### src/shared/pms_defs.svh
`ifndef PMS_DEFS_SVH
`define PMS_DEFS_SVH

// ----------------------------------------
// timing
// ----------------------------------------
`define PMS_CLK_MHZ       50
`define PMS_SWRST_NS      320
`define PMS_SWRST_CYC     ((`PMS_SWRST_NS * `PMS_CLK_MHZ + 999) / 1000)
`define PMS_IRQ_GAP_NS    100
`define PMS_IRQ_GAP_CYC   ((`PMS_IRQ_GAP_NS * `PMS_CLK_MHZ + 999) / 1000)

// ----------------------------------------
// frame layout
// ----------------------------------------
`define PMS_PRE_LEN       32
`define PMS_OP_RD         2'b10
`define PMS_OP_WR         2'b01

// ----------------------------------------
// management register numbers, bits, defaults
// ----------------------------------------
`define PMS_REG_CTRL      5'h00
`define PMS_REG_STAT      5'h01
`define PMS_REG_ID1       5'h02
`define PMS_REG_ID2       5'h03
`define PMS_REG_ADV       5'h04
`define PMS_REG_LPA       5'h05
`define PMS_REG_EXP       5'h06
`define PMS_REG_ACK       5'h15
`define PMS_REG_SPEC      5'h18
`define PMS_CTRL_RST      15
`define PMS_CTRL_SPEED    13
`define PMS_CTRL_ANRST    9
`define PMS_CTRL_DUPLEX   8
`define PMS_SPEC_POL      13
`define PMS_CTRL_DEF      16'h3100
`define PMS_CTRL_WMASK    16'h7F80
`define PMS_STAT_DEF      16'h7809
`define PMS_ADV_DEF       16'h01E1
`define PMS_ADV_WMASK     16'h3FFF

// ----------------------------------------
// wishbone map
// ----------------------------------------
`define PMS_WB_STATUS     4'h0
`define PMS_WB_MASK       4'h4
`define PMS_WB_CTRL       4'h8
`define PMS_WB_INFO       4'hC
`define PMS_EV_RD         0
`define PMS_EV_WR         1
`define PMS_EV_LINK       2
`define PMS_EV_SWRST      3

`endif

### src/shared/pms_pkg.sv
package pms_pkg;
  // frame engine states
  typedef enum logic [2:0] {FS_PRE, FS_ST, FS_HDR, FS_TA, FS_DATA} pms_fstate_t;
  typedef logic [15:0] pms_word_t;
endpackage

### src/shared/pms_frame_if.sv
`timescale 1ns/100ps
interface pms_frame_if;
  logic            enable;
  logic      [4:0] phy_addr;
  logic            rd_req;
  logic            wr_req;
  logic      [4:0] reg_addr;
  logic     [15:0] wr_data;
  logic     [15:0] rd_data;
  modport engine (input enable, phy_addr, rd_data, output rd_req, wr_req, reg_addr, wr_data);
  modport regs   (output enable, phy_addr, rd_data, input rd_req, wr_req, reg_addr, wr_data);
endinterface

### src/pms_frame_engine.sv
`timescale 1ns/100ps
`include "pms_defs.svh"
module pms_frame_engine import pms_pkg::*; (
  // clock and reset
  input  wire logic  core_clk,
  input  wire logic  arst_n,
  // management pins, raw
  input  wire logic  mdc_i,
  input  wire logic  mdio_i,
  output logic       mdio_o,
  output logic       mdio_oe,
  // register side
  pms_frame_if.engine fr
);
  logic        mdc_s1_q, mdc_s2_q, mdc_s3_q, mdio_s1_q, mdio_s2_q;
  logic        rise, bit_in, rd_q, oe_q, wr_go_q, rd_go_q;
  logic  [5:0] cnt_q;
  logic [11:0] hdr_q, hdr_d;
  pms_word_t   sh_q;
  pms_fstate_t st_q;

  // ----------------------------------------
  // pin synchronisers, clock edge found in core domain
  // ----------------------------------------
  always_ff @(posedge core_clk or negedge arst_n) begin
    if (!arst_n) begin
      {mdc_s1_q, mdc_s2_q, mdc_s3_q, mdio_s1_q, mdio_s2_q} <= 5'h0_0;
    end else begin
      mdc_s1_q  <= mdc_i;
      mdc_s2_q  <= mdc_s1_q;
      mdc_s3_q  <= mdc_s2_q;
      mdio_s1_q <= mdio_i;
      mdio_s2_q <= mdio_s1_q;
    end
  end
  assign rise   = mdc_s2_q & ~mdc_s3_q;
  assign bit_in = mdio_s2_q;
  assign hdr_d  = {hdr_q[10:0], bit_in};

  // ----------------------------------------
  // frame sequencer; the slow link leaves many core cycles per bit
  // ----------------------------------------
  always_ff @(posedge core_clk or negedge arst_n) begin
    if (!arst_n) begin
      st_q    <= FS_PRE;
      cnt_q   <= 6'h0_0;
      hdr_q   <= 12'h000;
      sh_q    <= 16'h0000;
      rd_q    <= 1'b0;
      oe_q    <= 1'b0;
      wr_go_q <= 1'b0;
      rd_go_q <= 1'b0;
    end else begin
      wr_go_q <= 1'b0;
      rd_go_q <= 1'b0;
      if (rise) begin
        unique case (st_q)
          // we only ever listen here; frames start at the controller
          FS_PRE: begin
            if (bit_in) begin
              if (cnt_q != 6'(`PMS_PRE_LEN)) cnt_q <= cnt_q + 6'h0_1;
            end else begin
              if (cnt_q == 6'(`PMS_PRE_LEN)) st_q <= FS_ST;
              cnt_q <= 6'h0_0;
            end
          end
          FS_ST: begin
            st_q  <= bit_in ? FS_HDR : FS_PRE;
            cnt_q <= 6'h0_0;
          end
          FS_HDR: begin
            hdr_q <= hdr_d;
            cnt_q <= cnt_q + 6'h0_1;
            if (cnt_q == 6'h0_B) begin
              cnt_q <= 6'h0_0;
              rd_q  <= (hdr_d[11:10] == `PMS_OP_RD);
              // only our own strapped address is served
              if (fr.enable && hdr_d[9:5] == fr.phy_addr &&
                  (hdr_d[11:10] == `PMS_OP_RD || hdr_d[11:10] == `PMS_OP_WR)) begin
                st_q    <= FS_TA;
                rd_go_q <= (hdr_d[11:10] == `PMS_OP_RD);
              end else begin
                st_q <= FS_PRE;
              end
            end
          end
          FS_TA: begin
            cnt_q <= cnt_q + 6'h0_1;
            if (cnt_q == 6'h0_0 && rd_q) begin
              oe_q <= 1'b1;
              sh_q <= 16'h0000;
            end
            if (cnt_q == 6'h0_1) begin
              cnt_q <= 6'h0_0;
              st_q  <= FS_DATA;
              if (rd_q) sh_q <= fr.rd_data;
            end
          end
          FS_DATA: begin
            cnt_q <= cnt_q + 6'h0_1;
            sh_q  <= rd_q ? {sh_q[14:0], 1'b0} : {sh_q[14:0], bit_in};
            if (cnt_q == 6'h0_F) begin
              oe_q    <= 1'b0;
              wr_go_q <= ~rd_q;
              cnt_q   <= 6'h0_0;
              st_q    <= FS_PRE;
            end
          end
        endcase
      end
    end
  end

  assign mdio_o      = sh_q[15];
  assign mdio_oe     = oe_q;
  assign fr.rd_req   = rd_go_q;
  assign fr.wr_req   = wr_go_q;
  assign fr.reg_addr = hdr_q[4:0];
  assign fr.wr_data  = sh_q;

  // ----------------------------------------
  // checks
  // ----------------------------------------
  logic [5:0] drv_rises_q;
  always_ff @(posedge core_clk or negedge arst_n) begin
    if (!arst_n) drv_rises_q <= 6'h0_0;
    else if (!oe_q) drv_rises_q <= 6'h0_0;
    else if (rise) drv_rises_q <= drv_rises_q + 6'h0_1;
  end
  chk_drive_read_only: assert property (@(posedge core_clk) disable iff (!arst_n)
    $rose(mdio_oe) |-> rd_q && $past(st_q) == FS_TA) else $error("line driven outside a read");
  chk_ta_drives_zero: assert property (@(posedge core_clk) disable iff (!arst_n)
    $rose(mdio_oe) |-> !mdio_o) else $error("turnaround second bit not zero");
  chk_addr_match: assert property (@(posedge core_clk) disable iff (!arst_n)
    (fr.rd_req || fr.wr_req) |-> hdr_q[9:5] == fr.phy_addr) else $error("foreign address served");
  chk_drive_length: assert property (@(posedge core_clk) disable iff (!arst_n)
    drv_rises_q <= 6'd17) else $error("read drive too long");
  chk_write_after_data: assert property (@(posedge core_clk) disable iff (!arst_n)
    fr.wr_req |-> $past(st_q) == FS_DATA && !rd_q) else $error("write without data phase");
  cov_read_frame:  cover property (@(posedge core_clk) disable iff (!arst_n) fr.rd_req);
  cov_write_frame: cover property (@(posedge core_clk) disable iff (!arst_n) fr.wr_req);
endmodule

### src/pms_top.sv
// The Wishbone interface to the registers and the register offsets were left to the implementer.
`timescale 1ns/100ps
`include "pms_defs.svh"
module pms_top import pms_pkg::*; #(
  parameter logic [15:0] ID1_VAL = 16'h1234, // arbitrary identity value
  parameter logic [15:0] ID2_VAL = 16'h5678, // arbitrary identity value
  parameter int          LH_N    = 3
) (
  // clock and reset
  input  wire logic        core_clk,
  input  wire logic        arst_n,
  // wishbone slave
  input  wire logic        wb_cyc_i,
  input  wire logic        wb_stb_i,
  input  wire logic        wb_we_i,
  input  wire logic  [3:0] wb_adr_i,
  input  wire logic  [3:0] wb_sel_i,
  input  wire logic [31:0] wb_dat_i,
  output logic      [31:0] wb_dat_o,
  output logic             wb_ack_o,
  output logic             wb_irq_o,
  // management link
  input  wire logic        mdc_i,
  input  wire logic        mdio_i,
  output logic             mdio_o,
  output logic             mdio_oe,
  // straps and indicator pins
  input  wire logic  [4:0] strap_dev_addr,
  input  wire logic        speed_led_strap_i,
  output logic             speed_led_strap_o,
  output logic             speed_led_strap_oe,
  input  wire logic        duplex_led_strap_i,
  output logic             duplex_led_strap_o,
  output logic             duplex_led_strap_oe,
  // live status from the phy core
  input  wire logic        link_up_in,
  input  wire logic        jabber_in,
  input  wire logic        aneg_done_in,
  input  wire logic        lp_aneg_able_in,
  input  wire logic [15:0] lp_ability_in,
  input  wire logic [LH_N-1:0] lh_event_in,
  // control toward the phy core
  output logic      [15:0] ctrl_o,
  output logic             soft_rst_o,
  output logic             aneg_restart_o,
  output logic             link_change_irq
);
  pms_frame_if fr ();

  logic  [4:0] addr_s1_q, addr_s2_q;
  logic        spd_s1_q, spd_s2_q, dpx_s1_q, dpx_s2_q;
  logic  [1:0] strap_cnt_q;
  logic        strap_done_q, s100_cap_q, fd_cap_q;
  logic        spd_led_q, dpx_led_q;
  pms_word_t   ctrl_q, adv_q, spec_q, rd_q;
  logic  [4:0] sw_cnt_q;
  logic        sw_active, mg_wr, rd_stat, rd_exp;
  logic        link_ll_q, link_prev_q, link_chg;
  logic [LH_N-1:0] lh_q, lh_clr;
  logic        pend_q, queued_q, ack_wr;
  logic  [2:0] gap_q;
  logic        wb_hit, wb_wr, wb_rd;
  logic  [3:0] ev_q, mask_q, ev_set;
  logic        en_q;

  // ----------------------------------------
  // frame engine
  // ----------------------------------------
  pms_frame_engine u_engine (
    .core_clk (core_clk),
    .arst_n   (arst_n),
    .mdc_i    (mdc_i),
    .mdio_i   (mdio_i),
    .mdio_o   (mdio_o),
    .mdio_oe  (mdio_oe),
    .fr       (fr.engine)
  );
  assign fr.enable   = en_q;
  assign fr.phy_addr = addr_s2_q;
  assign fr.rd_data  = rd_q;

  // ----------------------------------------
  // strap capture after reset release
  // ----------------------------------------
  // address straps are static but still cross into the core domain
  always_ff @(posedge core_clk or negedge arst_n) begin
    if (!arst_n) begin
      {addr_s1_q, addr_s2_q} <= 10'h000;
      {spd_s1_q, spd_s2_q, dpx_s1_q, dpx_s2_q} <= 4'h0;
    end else begin
      addr_s1_q <= strap_dev_addr;
      addr_s2_q <= addr_s1_q;
      spd_s1_q  <= speed_led_strap_i;
      spd_s2_q  <= spd_s1_q;
      dpx_s1_q  <= duplex_led_strap_i;
      dpx_s2_q  <= dpx_s1_q;
    end
  end

  // pins stay inputs until the synchronisers hold real pin levels
  always_ff @(posedge core_clk or negedge arst_n) begin
    if (!arst_n) begin
      strap_cnt_q  <= 2'h0;
      strap_done_q <= 1'b0;
      s100_cap_q   <= 1'b1;
      fd_cap_q     <= 1'b1;
    end else if (!strap_done_q) begin
      strap_cnt_q <= strap_cnt_q + 2'h1;
      if (strap_cnt_q == 2'h2) begin
        s100_cap_q   <= ~spd_s2_q;
        fd_cap_q     <= dpx_s2_q;
        strap_done_q <= 1'b1;
      end
    end
  end

  // indicator outputs once reset is over
  always_ff @(posedge core_clk or negedge arst_n) begin
    if (!arst_n) begin
      spd_led_q <= 1'b0;
      dpx_led_q <= 1'b1;
    end else begin
      spd_led_q <= ctrl_q[`PMS_CTRL_SPEED];
      dpx_led_q <= ~ctrl_q[`PMS_CTRL_DUPLEX];
    end
  end
  assign speed_led_strap_o   = spd_led_q;
  assign speed_led_strap_oe  = strap_done_q;
  assign duplex_led_strap_o  = dpx_led_q;
  assign duplex_led_strap_oe = strap_done_q;

  // ----------------------------------------
  // management registers
  // ----------------------------------------
  assign mg_wr     = fr.wr_req;
  assign sw_active = (sw_cnt_q != 5'h0_0);
  assign ack_wr    = mg_wr && fr.reg_addr == `PMS_REG_ACK;

  // partial reset reloads the registers but not the strap capture
  always_ff @(posedge core_clk or negedge arst_n) begin
    if (!arst_n) begin
      ctrl_q   <= `PMS_CTRL_DEF;
      adv_q    <= `PMS_ADV_DEF;
      spec_q   <= 16'h0000;
      sw_cnt_q <= 5'h0_0;
    end else begin
      ctrl_q[`PMS_CTRL_ANRST] <= 1'b0;
      if (sw_active) sw_cnt_q <= sw_cnt_q - 5'h0_1;
      if (strap_cnt_q == 2'h2 && !strap_done_q) begin
        adv_q[8:5] <= {~spd_s2_q & dpx_s2_q, ~spd_s2_q, dpx_s2_q, 1'b1};
      end
      if (mg_wr && fr.reg_addr == `PMS_REG_CTRL && fr.wr_data[`PMS_CTRL_RST]) begin
        sw_cnt_q <= 5'(`PMS_SWRST_CYC);
        ctrl_q   <= `PMS_CTRL_DEF;
        adv_q    <= {`PMS_ADV_DEF & 16'hFE1F} |
                    {7'h00, s100_cap_q & fd_cap_q, s100_cap_q, fd_cap_q, 6'h00};
        spec_q   <= 16'h0000;
      end else if (mg_wr && fr.reg_addr == `PMS_REG_CTRL) begin
        ctrl_q <= fr.wr_data & `PMS_CTRL_WMASK;
      end else if (mg_wr && fr.reg_addr == `PMS_REG_ADV) begin
        adv_q <= fr.wr_data & `PMS_ADV_WMASK;
      end else if (mg_wr && fr.reg_addr == `PMS_REG_SPEC) begin
        spec_q <= fr.wr_data;
      end
    end
  end
  assign ctrl_o         = ctrl_q;
  assign soft_rst_o     = sw_active;
  assign aneg_restart_o = ctrl_q[`PMS_CTRL_ANRST];

  // read data is captured when the header ends, long before turnaround
  always_ff @(posedge core_clk or negedge arst_n) begin
    if (!arst_n) begin
      rd_q <= 16'h0000;
    end else if (fr.rd_req) begin
      unique case (fr.reg_addr)
        `PMS_REG_CTRL: rd_q <= ctrl_q | {sw_active, 15'h0000};
        `PMS_REG_STAT: rd_q <= `PMS_STAT_DEF | {10'h000, aneg_done_in, lh_q[0], 1'b0,
                                                link_ll_q, jabber_in, 1'b0};
        `PMS_REG_ID1:  rd_q <= ID1_VAL;
        `PMS_REG_ID2:  rd_q <= ID2_VAL;
        `PMS_REG_ADV:  rd_q <= adv_q;
        `PMS_REG_LPA:  rd_q <= lp_ability_in;
        `PMS_REG_EXP:  rd_q <= {11'h000, lh_q[1], 2'h0, lh_q[2], lp_aneg_able_in};
        `PMS_REG_SPEC: rd_q <= spec_q;
        default:       rd_q <= 16'h0000;
      endcase
    end
  end

  // ----------------------------------------
  // latch-until-read status bits
  // ----------------------------------------
  assign rd_stat = fr.rd_req && fr.reg_addr == `PMS_REG_STAT;
  assign rd_exp  = fr.rd_req && fr.reg_addr == `PMS_REG_EXP;
  assign lh_clr  = {{(LH_N-1){rd_exp}}, rd_stat};

  always_ff @(posedge core_clk or negedge arst_n) begin
    if (!arst_n) link_ll_q <= 1'b0;
    else link_ll_q <= rd_stat ? link_up_in : (link_ll_q & link_up_in);
  end

  genvar gi;
  generate
    for (gi = 0; gi < LH_N; gi++) begin : g_lh
      // a read reloads the live level, so an event in that cycle survives
      always_ff @(posedge core_clk or negedge arst_n) begin
        if (!arst_n) lh_q[gi] <= 1'b0;
        else lh_q[gi] <= lh_clr[gi] ? lh_event_in[gi] : (lh_q[gi] | lh_event_in[gi]);
      end
    end
  endgenerate

  // ----------------------------------------
  // link change interrupt, one event may queue behind an acknowledge
  // ----------------------------------------
  assign link_chg = link_up_in ^ link_prev_q;
  always_ff @(posedge core_clk or negedge arst_n) begin
    if (!arst_n) begin
      link_prev_q <= 1'b0;
      pend_q      <= 1'b0;
      queued_q    <= 1'b0;
      gap_q       <= 3'h0;
    end else begin
      link_prev_q <= link_up_in;
      if (ack_wr) begin
        pend_q   <= 1'b0;
        queued_q <= 1'b0;
        if (queued_q || link_chg) gap_q <= 3'(`PMS_IRQ_GAP_CYC);
      end else if (gap_q != 3'h0) begin
        gap_q <= gap_q - 3'h1;
        if (gap_q == 3'h1) pend_q <= 1'b1;
      end else if (link_chg) begin
        if (pend_q) queued_q <= 1'b1;
        else pend_q <= 1'b1;
      end
    end
  end
  // polarity bit clear means active low output
  assign link_change_irq = pend_q ^ ~spec_q[`PMS_SPEC_POL];

  // ----------------------------------------
  // wishbone slave
  // ----------------------------------------
  assign wb_hit = wb_cyc_i && wb_stb_i && !wb_ack_o;
  assign wb_wr  = wb_hit && wb_we_i;
  assign wb_rd  = wb_hit && !wb_we_i;
  assign ev_set = {sw_active & (sw_cnt_q == 5'(`PMS_SWRST_CYC)), link_chg, fr.wr_req, fr.rd_req};

  // one wait state: request taken, ack the edge after
  always_ff @(posedge core_clk or negedge arst_n) begin
    if (!arst_n) begin
      wb_ack_o <= 1'b0;
      wb_dat_o <= 32'h0000_0000;
    end else begin
      wb_ack_o <= wb_hit;
      if (wb_rd) begin
        unique case (wb_adr_i)
          `PMS_WB_STATUS: wb_dat_o <= {28'h000_0000, ev_q};
          `PMS_WB_MASK:   wb_dat_o <= {28'h000_0000, mask_q};
          `PMS_WB_CTRL:   wb_dat_o <= {31'h0000_0000, en_q};
          `PMS_WB_INFO:   wb_dat_o <= {22'h00_0000, strap_done_q, fd_cap_q, s100_cap_q,
                                       sw_active, pend_q, addr_s2_q};
          default:        wb_dat_o <= 32'h0000_0000;
        endcase
      end
    end
  end

  // sticky events: a set in the clearing read cycle wins
  always_ff @(posedge core_clk or negedge arst_n) begin
    if (!arst_n) begin
      ev_q   <= 4'h0;
      mask_q <= 4'h0;
      en_q   <= 1'b1;
    end else begin
      ev_q <= ((wb_rd && wb_adr_i == `PMS_WB_STATUS) ? 4'h0 : ev_q) | ev_set;
      if (wb_wr && wb_sel_i[0] && wb_adr_i == `PMS_WB_MASK) mask_q <= wb_dat_i[3:0];
      if (wb_wr && wb_sel_i[0] && wb_adr_i == `PMS_WB_CTRL) en_q <= wb_dat_i[0];
    end
  end
  assign wb_irq_o = |(ev_q & mask_q);

  // ----------------------------------------
  // checks
  // ----------------------------------------
  chk_latch_low_hold: assert property (@(posedge core_clk) disable iff (!arst_n)
    (!link_up_in || (!link_ll_q && !rd_stat)) |=> !link_ll_q) else $error("latch-low lost");
  chk_latch_high_hold: assert property (@(posedge core_clk) disable iff (!arst_n)
    (lh_q[0] && !rd_stat) |=> lh_q[0]) else $error("latch-high lost");
  chk_irq_ack_clears: assert property (@(posedge core_clk) disable iff (!arst_n)
    ack_wr |=> !pend_q ##1 !pend_q) else $error("interrupt not cleared");
  chk_sc_self_clear: assert property (@(posedge core_clk) disable iff (!arst_n)
    $rose(sw_active) |-> ##[1:40] !sw_active) else $error("reset bit stuck");
  chk_strap_input: assert property (@(posedge core_clk) disable iff (!arst_n)
    !strap_done_q |-> !speed_led_strap_oe && !duplex_led_strap_oe) else $error("strap driven");
  chk_speed_led: assert property (@(posedge core_clk) disable iff (!arst_n)
    strap_done_q |=> speed_led_strap_o == $past(ctrl_q[`PMS_CTRL_SPEED]))
    else $error("speed indicator wrong");
  chk_wb_ack_pulse: assert property (@(posedge core_clk) disable iff (!arst_n)
    wb_ack_o |=> !wb_ack_o) else $error("ack longer than one cycle");
  cov_irq_raised: cover property (@(posedge core_clk) disable iff (!arst_n) $rose(pend_q));
  cov_soft_reset: cover property (@(posedge core_clk) disable iff (!arst_n) $rose(sw_active));
  cov_irq_queued: cover property (@(posedge core_clk) disable iff (!arst_n) ack_wr && queued_q);
endmodule

### config.mk
export PLATFORM = sky130hd
export DESIGN_NAME = pms_top
export DESIGN_NICKNAME = d
export VERILOG_FILES = /design/src/shared/pms_pkg.sv /design/src/shared/pms_frame_if.sv /design/src/pms_frame_engine.sv /design/src/pms_top.sv
export VERILOG_INCLUDE_DIRS = /design/src /design/src/shared
export SDC_FILE = /design/constraint.sdc
export NUM_CORES = 1
export LEC_CHECK = 0
export ABC_AREA = 1
export BUFFER_PORTS_ARGS = -buffer_cell sky130_fd_sc_hd__buf_2
export CAP_MARGIN = 25
export CORE_MARGIN = 3
export CORE_UTILIZATION = 32
export CTS_CLUSTER_DIAMETER = 60
export DETAILED_ROUTE_END_ITERATION = 6
export GPL_ROUTABILITY_DRIVEN = 0
export PLACE_DENSITY = 0.57
export SLEW_MARGIN = 20
export SYNTH_ARGS = -nofsm -noshare
export SYNTH_HDL_FRONTEND = slang
export SYNTH_SLANG_ARGS = --single-unit
### constraint.sdc
create_clock -name core_clk -period 3.9 [get_ports core_clk]
set_input_delay 0.78 -clock core_clk [delete_from_list [all_inputs] [get_ports core_clk]]
set_output_delay 0.78 -clock core_clk [all_outputs]
set_load 0.01 [all_outputs]
==> flow_metrics.env, run 1 <==
export IMPL_fin_nets=1073
export IMPL_synthCells=916
export IMPL_crit_fanout=7
export IMPL_worstSetupStartpointType="flip-flop"
export IMPL_synth_top_cell_area_share_pct=47.3
export IMPL_dpl_instance_area_um2=8080
export IMPL_synth_area_leaders="dfrtp_1 (47%), nand2_1 (13%), o21ai_0 (5.9%)"
export IMPL_tightest_slew_ns=0.929
export IMPL_syn_avg_cell_area_um2=8.25
export IMPL_design_area_um2=8710
export IMPL_cap_violations=0
export IMPL_synth_seq_area_share_pct=51.5
export IMPL_totalWireLength_mm=19.5
export IMPL_start_util_pct=33.0
export IMPL_r2r_start="u_engine.st_q[0]"
export IMPL_avgRoutedWirePerCell_um=14.9
export IMPL_tns_ns=0
export IMPL_cp_arrival_ns=1.99
export IMPL_power_mw=3.62
export IMPL_ctsHtreeMaxLevel=4
export IMPL_dieWidth_um=160
export IMPL_drive_gt1_share_pct=15.3
export IMPL_maxSlewHeadroom_pct=38.1
export IMPL_holdCritStartpoint="addr_s1_q[1]"
export IMPL_stdcell_count=1313
export IMPL_clkSinkCount=155
export IMPL_critPathSlowestCell="nor2_1"
export IMPL_ys_warn_count=0
export IMPL_clockBufferDepth=2
export IMPL_required_ns=3.12
export IMPL_ant_nets=0
export IMPL_crit_type="reg -> out"
export IMPL_die_h_um=160
export IMPL_firstDrtPassIters=5
export IMPL_portBuffers=74
export IMPL_regArea_um2=3890
export IMPL_fin_crit_ns=2.77
export IMPL_yosysTopAreaCell="dfrtp_1"
export IMPL_slew_violations=0
export IMPL_syn_cell_area_um2=7560
export IMPL_finalCritPeriodShare_pct=71.0
export IMPL_grt_total_usage_pct=15.6
export IMPL_multi_input_area_um2=2940
export IMPL_cp_startpoint="sw_cnt_q[0]"
export IMPL_ir_drop_mv=0.300
export IMPL_async_flop_share_pct=100
export IMPL_rows=55
export IMPL_antenna_cells=0
export IMPL_fillers=2347
export IMPL_ys_ff_latch=155
export IMPL_dp_cells=1281
export IMPL_hold_buffers=0
export IMPL_clk_pin_slew_ns=0.06
export IMPL_syn_to_final_growth_pct=15.2
export IMPL_grt_pass1_vias=5883
export IMPL_power_leakage_nw=4.29
export IMPL_fin_worst_skew_ns=0.00954
export IMPL_finalHoldViolCount=0
export IMPL_slowest_delay_ns=0.42
export IMPL_grt_pass1_wl_mm=31.6
export IMPL_status="completed"
export IMPL_vias=6153
export IMPL_cts_root_buffer="clkbuf_16"
export IMPL_mostFrequentLayoutCell="nand2_1"
export IMPL_drtIter0Drc=447
export IMPL_design_die_area_um2=25500
export IMPL_cts_repair_resized=0
export IMPL_cts_buffers=17
export IMPL_final_util_pct=38.0
export IMPL_drc_errors=0
export IMPL_overflow=0
export IMPL_core_area_um2=22900
export IMPL_grt_max_degree=92
export IMPL_cts_tree="built"
export IMPL_layout_common_cells="nand2_1 (254), dfrtp_1 (143), inv_1 (115)"
export IMPL_post_cts_buffers=0
export IMPL_crit_path_cell_trace="inv_1, ha_1, nand3_1, nor2_1, inv_1, buf_2"
export IMPL_synthFlopType="dfrtp_1"
export IMPL_insertion_delay_ns=0.42
export IMPL_cp_common_cell="inv_1"
export IMPL_setup_viol=0
export IMPL_grt_antenna_before_repair=0
export IMPL_viasPerCell=4.69
export IMPL_fmax_mhz=361
export IMPL_hp_class="reg -> reg"
export IMPL_yosys_cell_types_count=43
export IMPL_hpwl_mm=13.5
export IMPL_endpoint_kind="primary output"
export IMPL_io_pins=136
export IMPL_power_density_nw_per_um2=415
export IMPL_rsz0062_at_grt="false"
export IMPL_synth_edf_count=0
==> final timing paths <==
path                                                 to  slack (ns)  depth (start not counted)
min in group asynchronous             speed_led_strap_o        0.44                          1
max in group asynchronous                      fd_cap_q        2.57                          2
worst max register to register  u_engine.fr.wr_data[10]        1.48                          8
worst min-delay path                       addr_s2_q[1]        0.35                          0
worst max-delay path                         soft_rst_o        1.13                          6
worst min register to register             addr_s2_q[1]        0.35                          0
==> cell families (layout without fill, tap and decap cells) <==
| family | after synthesis | in the layout | synth area share (%) |
|---|---|---|---|
| compound gates | 156 | 156 | 11.4 |
| xor+xnor | 5 | 5 | 0.579 |
| fa+ha+maj | 9 | 9 | 1.49 |
| buf+inv | 176 | 231 | 11.1 |
| flops | 155 | 155 | 51.5 |
| mux | 3 | 3 | 0.447 |
| other cells | 1 | 30 | 0.0496 |
| simple gates | 411 | 411 | 23.5 |
==> sequential cells by signal, summed over array words and instances, names as in the netlist, 2 cells and up <==
| signal | flops |
|---|---|
| addr_s1_q | 5 |
| addr_s2_q | 5 |
| adv_q | 14 |
| ctrl_o | 8 |
| ev_q | 4 |
| fr.rd_data | 16 |
| gap_q | 3 |
| lh_q | 3 |
| mask_q | 4 |
| spec_q | 16 |
| strap_cnt_q | 2 |
| sw_cnt_q | 5 |
| u_engine.cnt_q | 6 |
| u_engine.fr.wr_data | 16 |
| u_engine.hdr_q | 11 |
| u_engine.st_q | 3 |
| wb_dat_o | 10 |
==> metal layers <==
| metal | part of all wire [%] | global-route usage [%] | up-vias | routed length (µm) |
|---|---|---|---|---|
| met5 | 0 | 0 | - | 0 |
| met4 | 1.5 | 5.09 | 0 | 285 |
| met3 | 5.7 | 3.16 | 18 | 1120 |
| met2 | 46 | 24.7 | 168 | 9030 |
| met1 | 47 | 21.5 | 2947 | 9110 |
| li1 | - | - | 3020 | - |
==> power breakdown <==
part,switching (mW),leakage (nW),internal (mW),total (mW)
clock network,0.664,0.298,1.10,1.76
registers,0.0246,1.93,1.65,1.67
logic,0.125,2.06,0.0561,0.181
total,0.814,4.29,2.80,3.62
==> layout make-up <==
type / count / share of cell area [%]
Tap cell: 313 / 4.50
Clock buffer: 20 / 5.24
Multi-Input combinational cell: 614 / 33.7
Sequential cell: 155 / 44.7
Inverter: 122 / 5.29
Clock inverter: 12 / 1.95
Timing Repair Buffer: 77 / 4.58
==> critical path, delay by kind of cell, from the launching register on <==
kind                     cells  cell delay [ns]
buffers and inverters        3             0.42
flip-flops                   1             0.38
AND/OR/NAND/NOR              2             0.56
adder cells (fa/ha/maj)      1             0.20
==> through the flow <==
step                worst slack, ns  hold WS [ns]
floorplan                      2.00         0.331
global placement               1.47         0.335
detailed placement             1.45         0.335
CTS                            1.09         0.348
global route                  0.952         0.354
finish                         1.13         0.346
==> cell usage after synthesis (4+ instances only) <==
cell type and instances:
inv_2 5, dfstp_2 12, o21bai_1 4, a31oi_1 5, clkbuf_1 8, nor2_1 48, nand2_2 4, nand4_1 14
ha_1 9, o21ai_0 89, nand3_1 62, nor2_2 7, nand2_1 254, xnor2_1 4, a21oi_1 12, dfrtp_1 143
buf_2 6, o21ai_1 23, buf_6 5, inv_1 115, o22ai_1 14, buf_4 34, nor3_1 10
Power figures use the tool's default switching activity.
==> run 2, diff against run 1 <==
Settings changed: PLACE_DENSITY 0.57 to 0.58.
Clock period 3.9 ns to 2.3 ns, I/O delays scaled along.
==> flow_metrics.env, run 2 (synthesis results as in run 1) <==
export IMPL_cts_root_buffer="clkbuf_16"
export IMPL_slowest_delay_ns=0.38
export IMPL_required_ns=1.84
export IMPL_crit_type="reg -> out"
export IMPL_cts_repair_resized=0
export IMPL_ctsHtreeMaxLevel=4
export IMPL_use_met2_pct=25.3
export IMPL_crit_path_cell_trace="inv_1, ha_1, nand3_1, nor2_1, inv_1, buf_2"
export IMPL_r2r_start="u_engine.hdr_q[3]"
export IMPL_finalCritPeriodShare_pct=91.4
export IMPL_viasPerCell=4.58
export IMPL_power_leakage_nw=4.40
export IMPL_power_density_nw_per_um2=657
export IMPL_hold_buffers=1
export IMPL_grt_antenna_before_repair=0
export IMPL_drtIter0Drc=441
export IMPL_antenna_cells=0
export IMPL_design_die_area_um2=25500
export IMPL_holdCritStartpoint="strap_dev_addr[1]"
export IMPL_grt_use_met1_pct=21.3
export IMPL_drc_errors=0
export IMPL_rows=55
export IMPL_fin_worst_skew_ns=0.0129
export IMPL_min_path_cells=1
export IMPL_drive_gt1_share_pct=17.4
export IMPL_clk_pin_slew_ns=0.07
export IMPL_cap_violations=0
export IMPL_crit_fanout=4
export IMPL_portBuffers=74
export IMPL_grt_busiest_layer="met2"
export IMPL_regArea_um2=3890
export IMPL_cp_arrival_ns=1.64
export IMPL_finalHoldViolCount=0
export IMPL_met3_usage_pct=3.19
export IMPL_power_mw=5.82
export IMPL_grt_pass1_vias=5991
export IMPL_layout_setup_ws_ns=0.197
export IMPL_maxSlewHeadroom_pct=64.7
export IMPL_start_util_pct=33.0
export IMPL_ir_drop_mv=0.466
export IMPL_clockBufferDepth=2
export IMPL_clkSinkCount=155
export IMPL_hp_class="in -> reg"
export IMPL_core_area_um2=22900
export IMPL_cts_buffers=17
export IMPL_setup_viol=0
export IMPL_post_cts_buffers=0
export IMPL_min_to="addr_s1_q[1]"
export IMPL_grt_total_usage_pct=15.6
export IMPL_firstDrtPassIters=6
export IMPL_cts_tree="built"
export IMPL_totalWireLength_mm=19.6
export IMPL_mostFrequentLayoutCell="nand2_1"
export IMPL_grt_max_degree=57
export IMPL_tightest_slew_ns=0.529
export IMPL_endpoint_kind="primary output"
export IMPL_fin_nets=1099
export IMPL_fin_crit_ns=2.10
export IMPL_vias=6139
export IMPL_ant_nets=0
export IMPL_worstSetupStartpointType="flip-flop"
export IMPL_insertion_delay_ns=0.43
export IMPL_dieWidth_um=160
export IMPL_hpwl_mm=14.1
export IMPL_syn_to_final_growth_pct=17.2
export IMPL_io_pins=136
export IMPL_detailedPlace_worstSlack_ns=0.503
export IMPL_timing_reg2reg_setup_slack_ns=0.49
export IMPL_rr_worst_depth=9
export IMPL_tns_ns=0
export IMPL_multi_input_area_um2=2940
export IMPL_avgRoutedWirePerCell_um=14.7
export IMPL_rsz0062_at_grt="false"
export IMPL_die_h_um=160
export IMPL_grt_pass1_wl_mm=31.6
export IMPL_cp_common_cell="inv_1"
export IMPL_slew_violations=0
export IMPL_fillers=2357
export IMPL_overflow=0
export IMPL_status="completed"
export IMPL_fmax_mhz=475
export IMPL_reg2reg_to="adv_q[2]"
export IMPL_layout_common_cells="nand2_1 (254), dfrtp_1 (143), inv_1 (115)"
export IMPL_critPathSlowestCell="dfrtp_1"
==> run 2: cell types whose count changed in the layout (fill, tap and decap cells not counted), sizes merged <==
cell,previous run,this run
bufinv,4,0
inv,121,131
buf,77,102
clkbuf,20,17
dlygate4sd3,0,1
clkinvlp,4,1
==> run 2: metal layers <==
layer	vias to the layer above	wire (µm)	share of wire, %
li1	3070	-	-
met1	2900	9240	47
met2	148	9140	47
met3	21	943	4.8
met4	0	317	1.6
met5	-	0	0
==> run 2: area by class of cell <==
type	instances	area share, %
clock buffers	17	4.80
repair buffers	103	7.02
well taps	313	4.42
clock inverters	15	1.43
inverters	122	5.20
flip-flops and latches	155	44.0
multi-input cells	614	33.2
==> run 2: critical path: cells and delay by family (launching register included) <==
| kind | cells | cell delay, ns |
|---|---|---|
| flops | 1 | 0.38 |
| buf+inv | 3 | 0.33 |
| simple gates | 2 | 0.30 |
| fa+ha+maj | 1 | 0.20 |
==> run 2: worst max-delay path by stage <==
stage,from,endpoint,slack [ns]
floorplan,sw_cnt_q[0],soft_rst_o,0.72
global placement,u_engine.hdr_q[3],adv_q[11],0.51
detailed placement,u_engine.hdr_q[3],adv_q[9],0.50
CTS,sw_cnt_q[0],soft_rst_o,0.17
global route,sw_cnt_q[0],soft_rst_o,0.06
finish,sw_cnt_q[0],soft_rst_o,0.20
==> run 2: metrics by stage <==
step	instances	util, %	area, µm²	hold WS (ns)
6_report	1339	38.7	8860	0.132
5_1_grt	1339	38.7	8860	0.113
4_1_cts	1339	38.7	8860	0.112
3_5_place_dp	1306	36.2	8300	0.335
3_3_place_gp	1306	36.2	8300	0.336
2_1_floorplan	945	-	7670	0.164
==> run 2: where the power goes <==
part	total (mW)	switching (mW)	internal (mW)	leakage [nW]
Combinational	0.323	0.214	0.108	2.20
Clock	2.67	1.25	1.42	0.275
Sequential	2.83	0.0419	2.79	1.93
Total	5.82	1.50	4.32	4.40
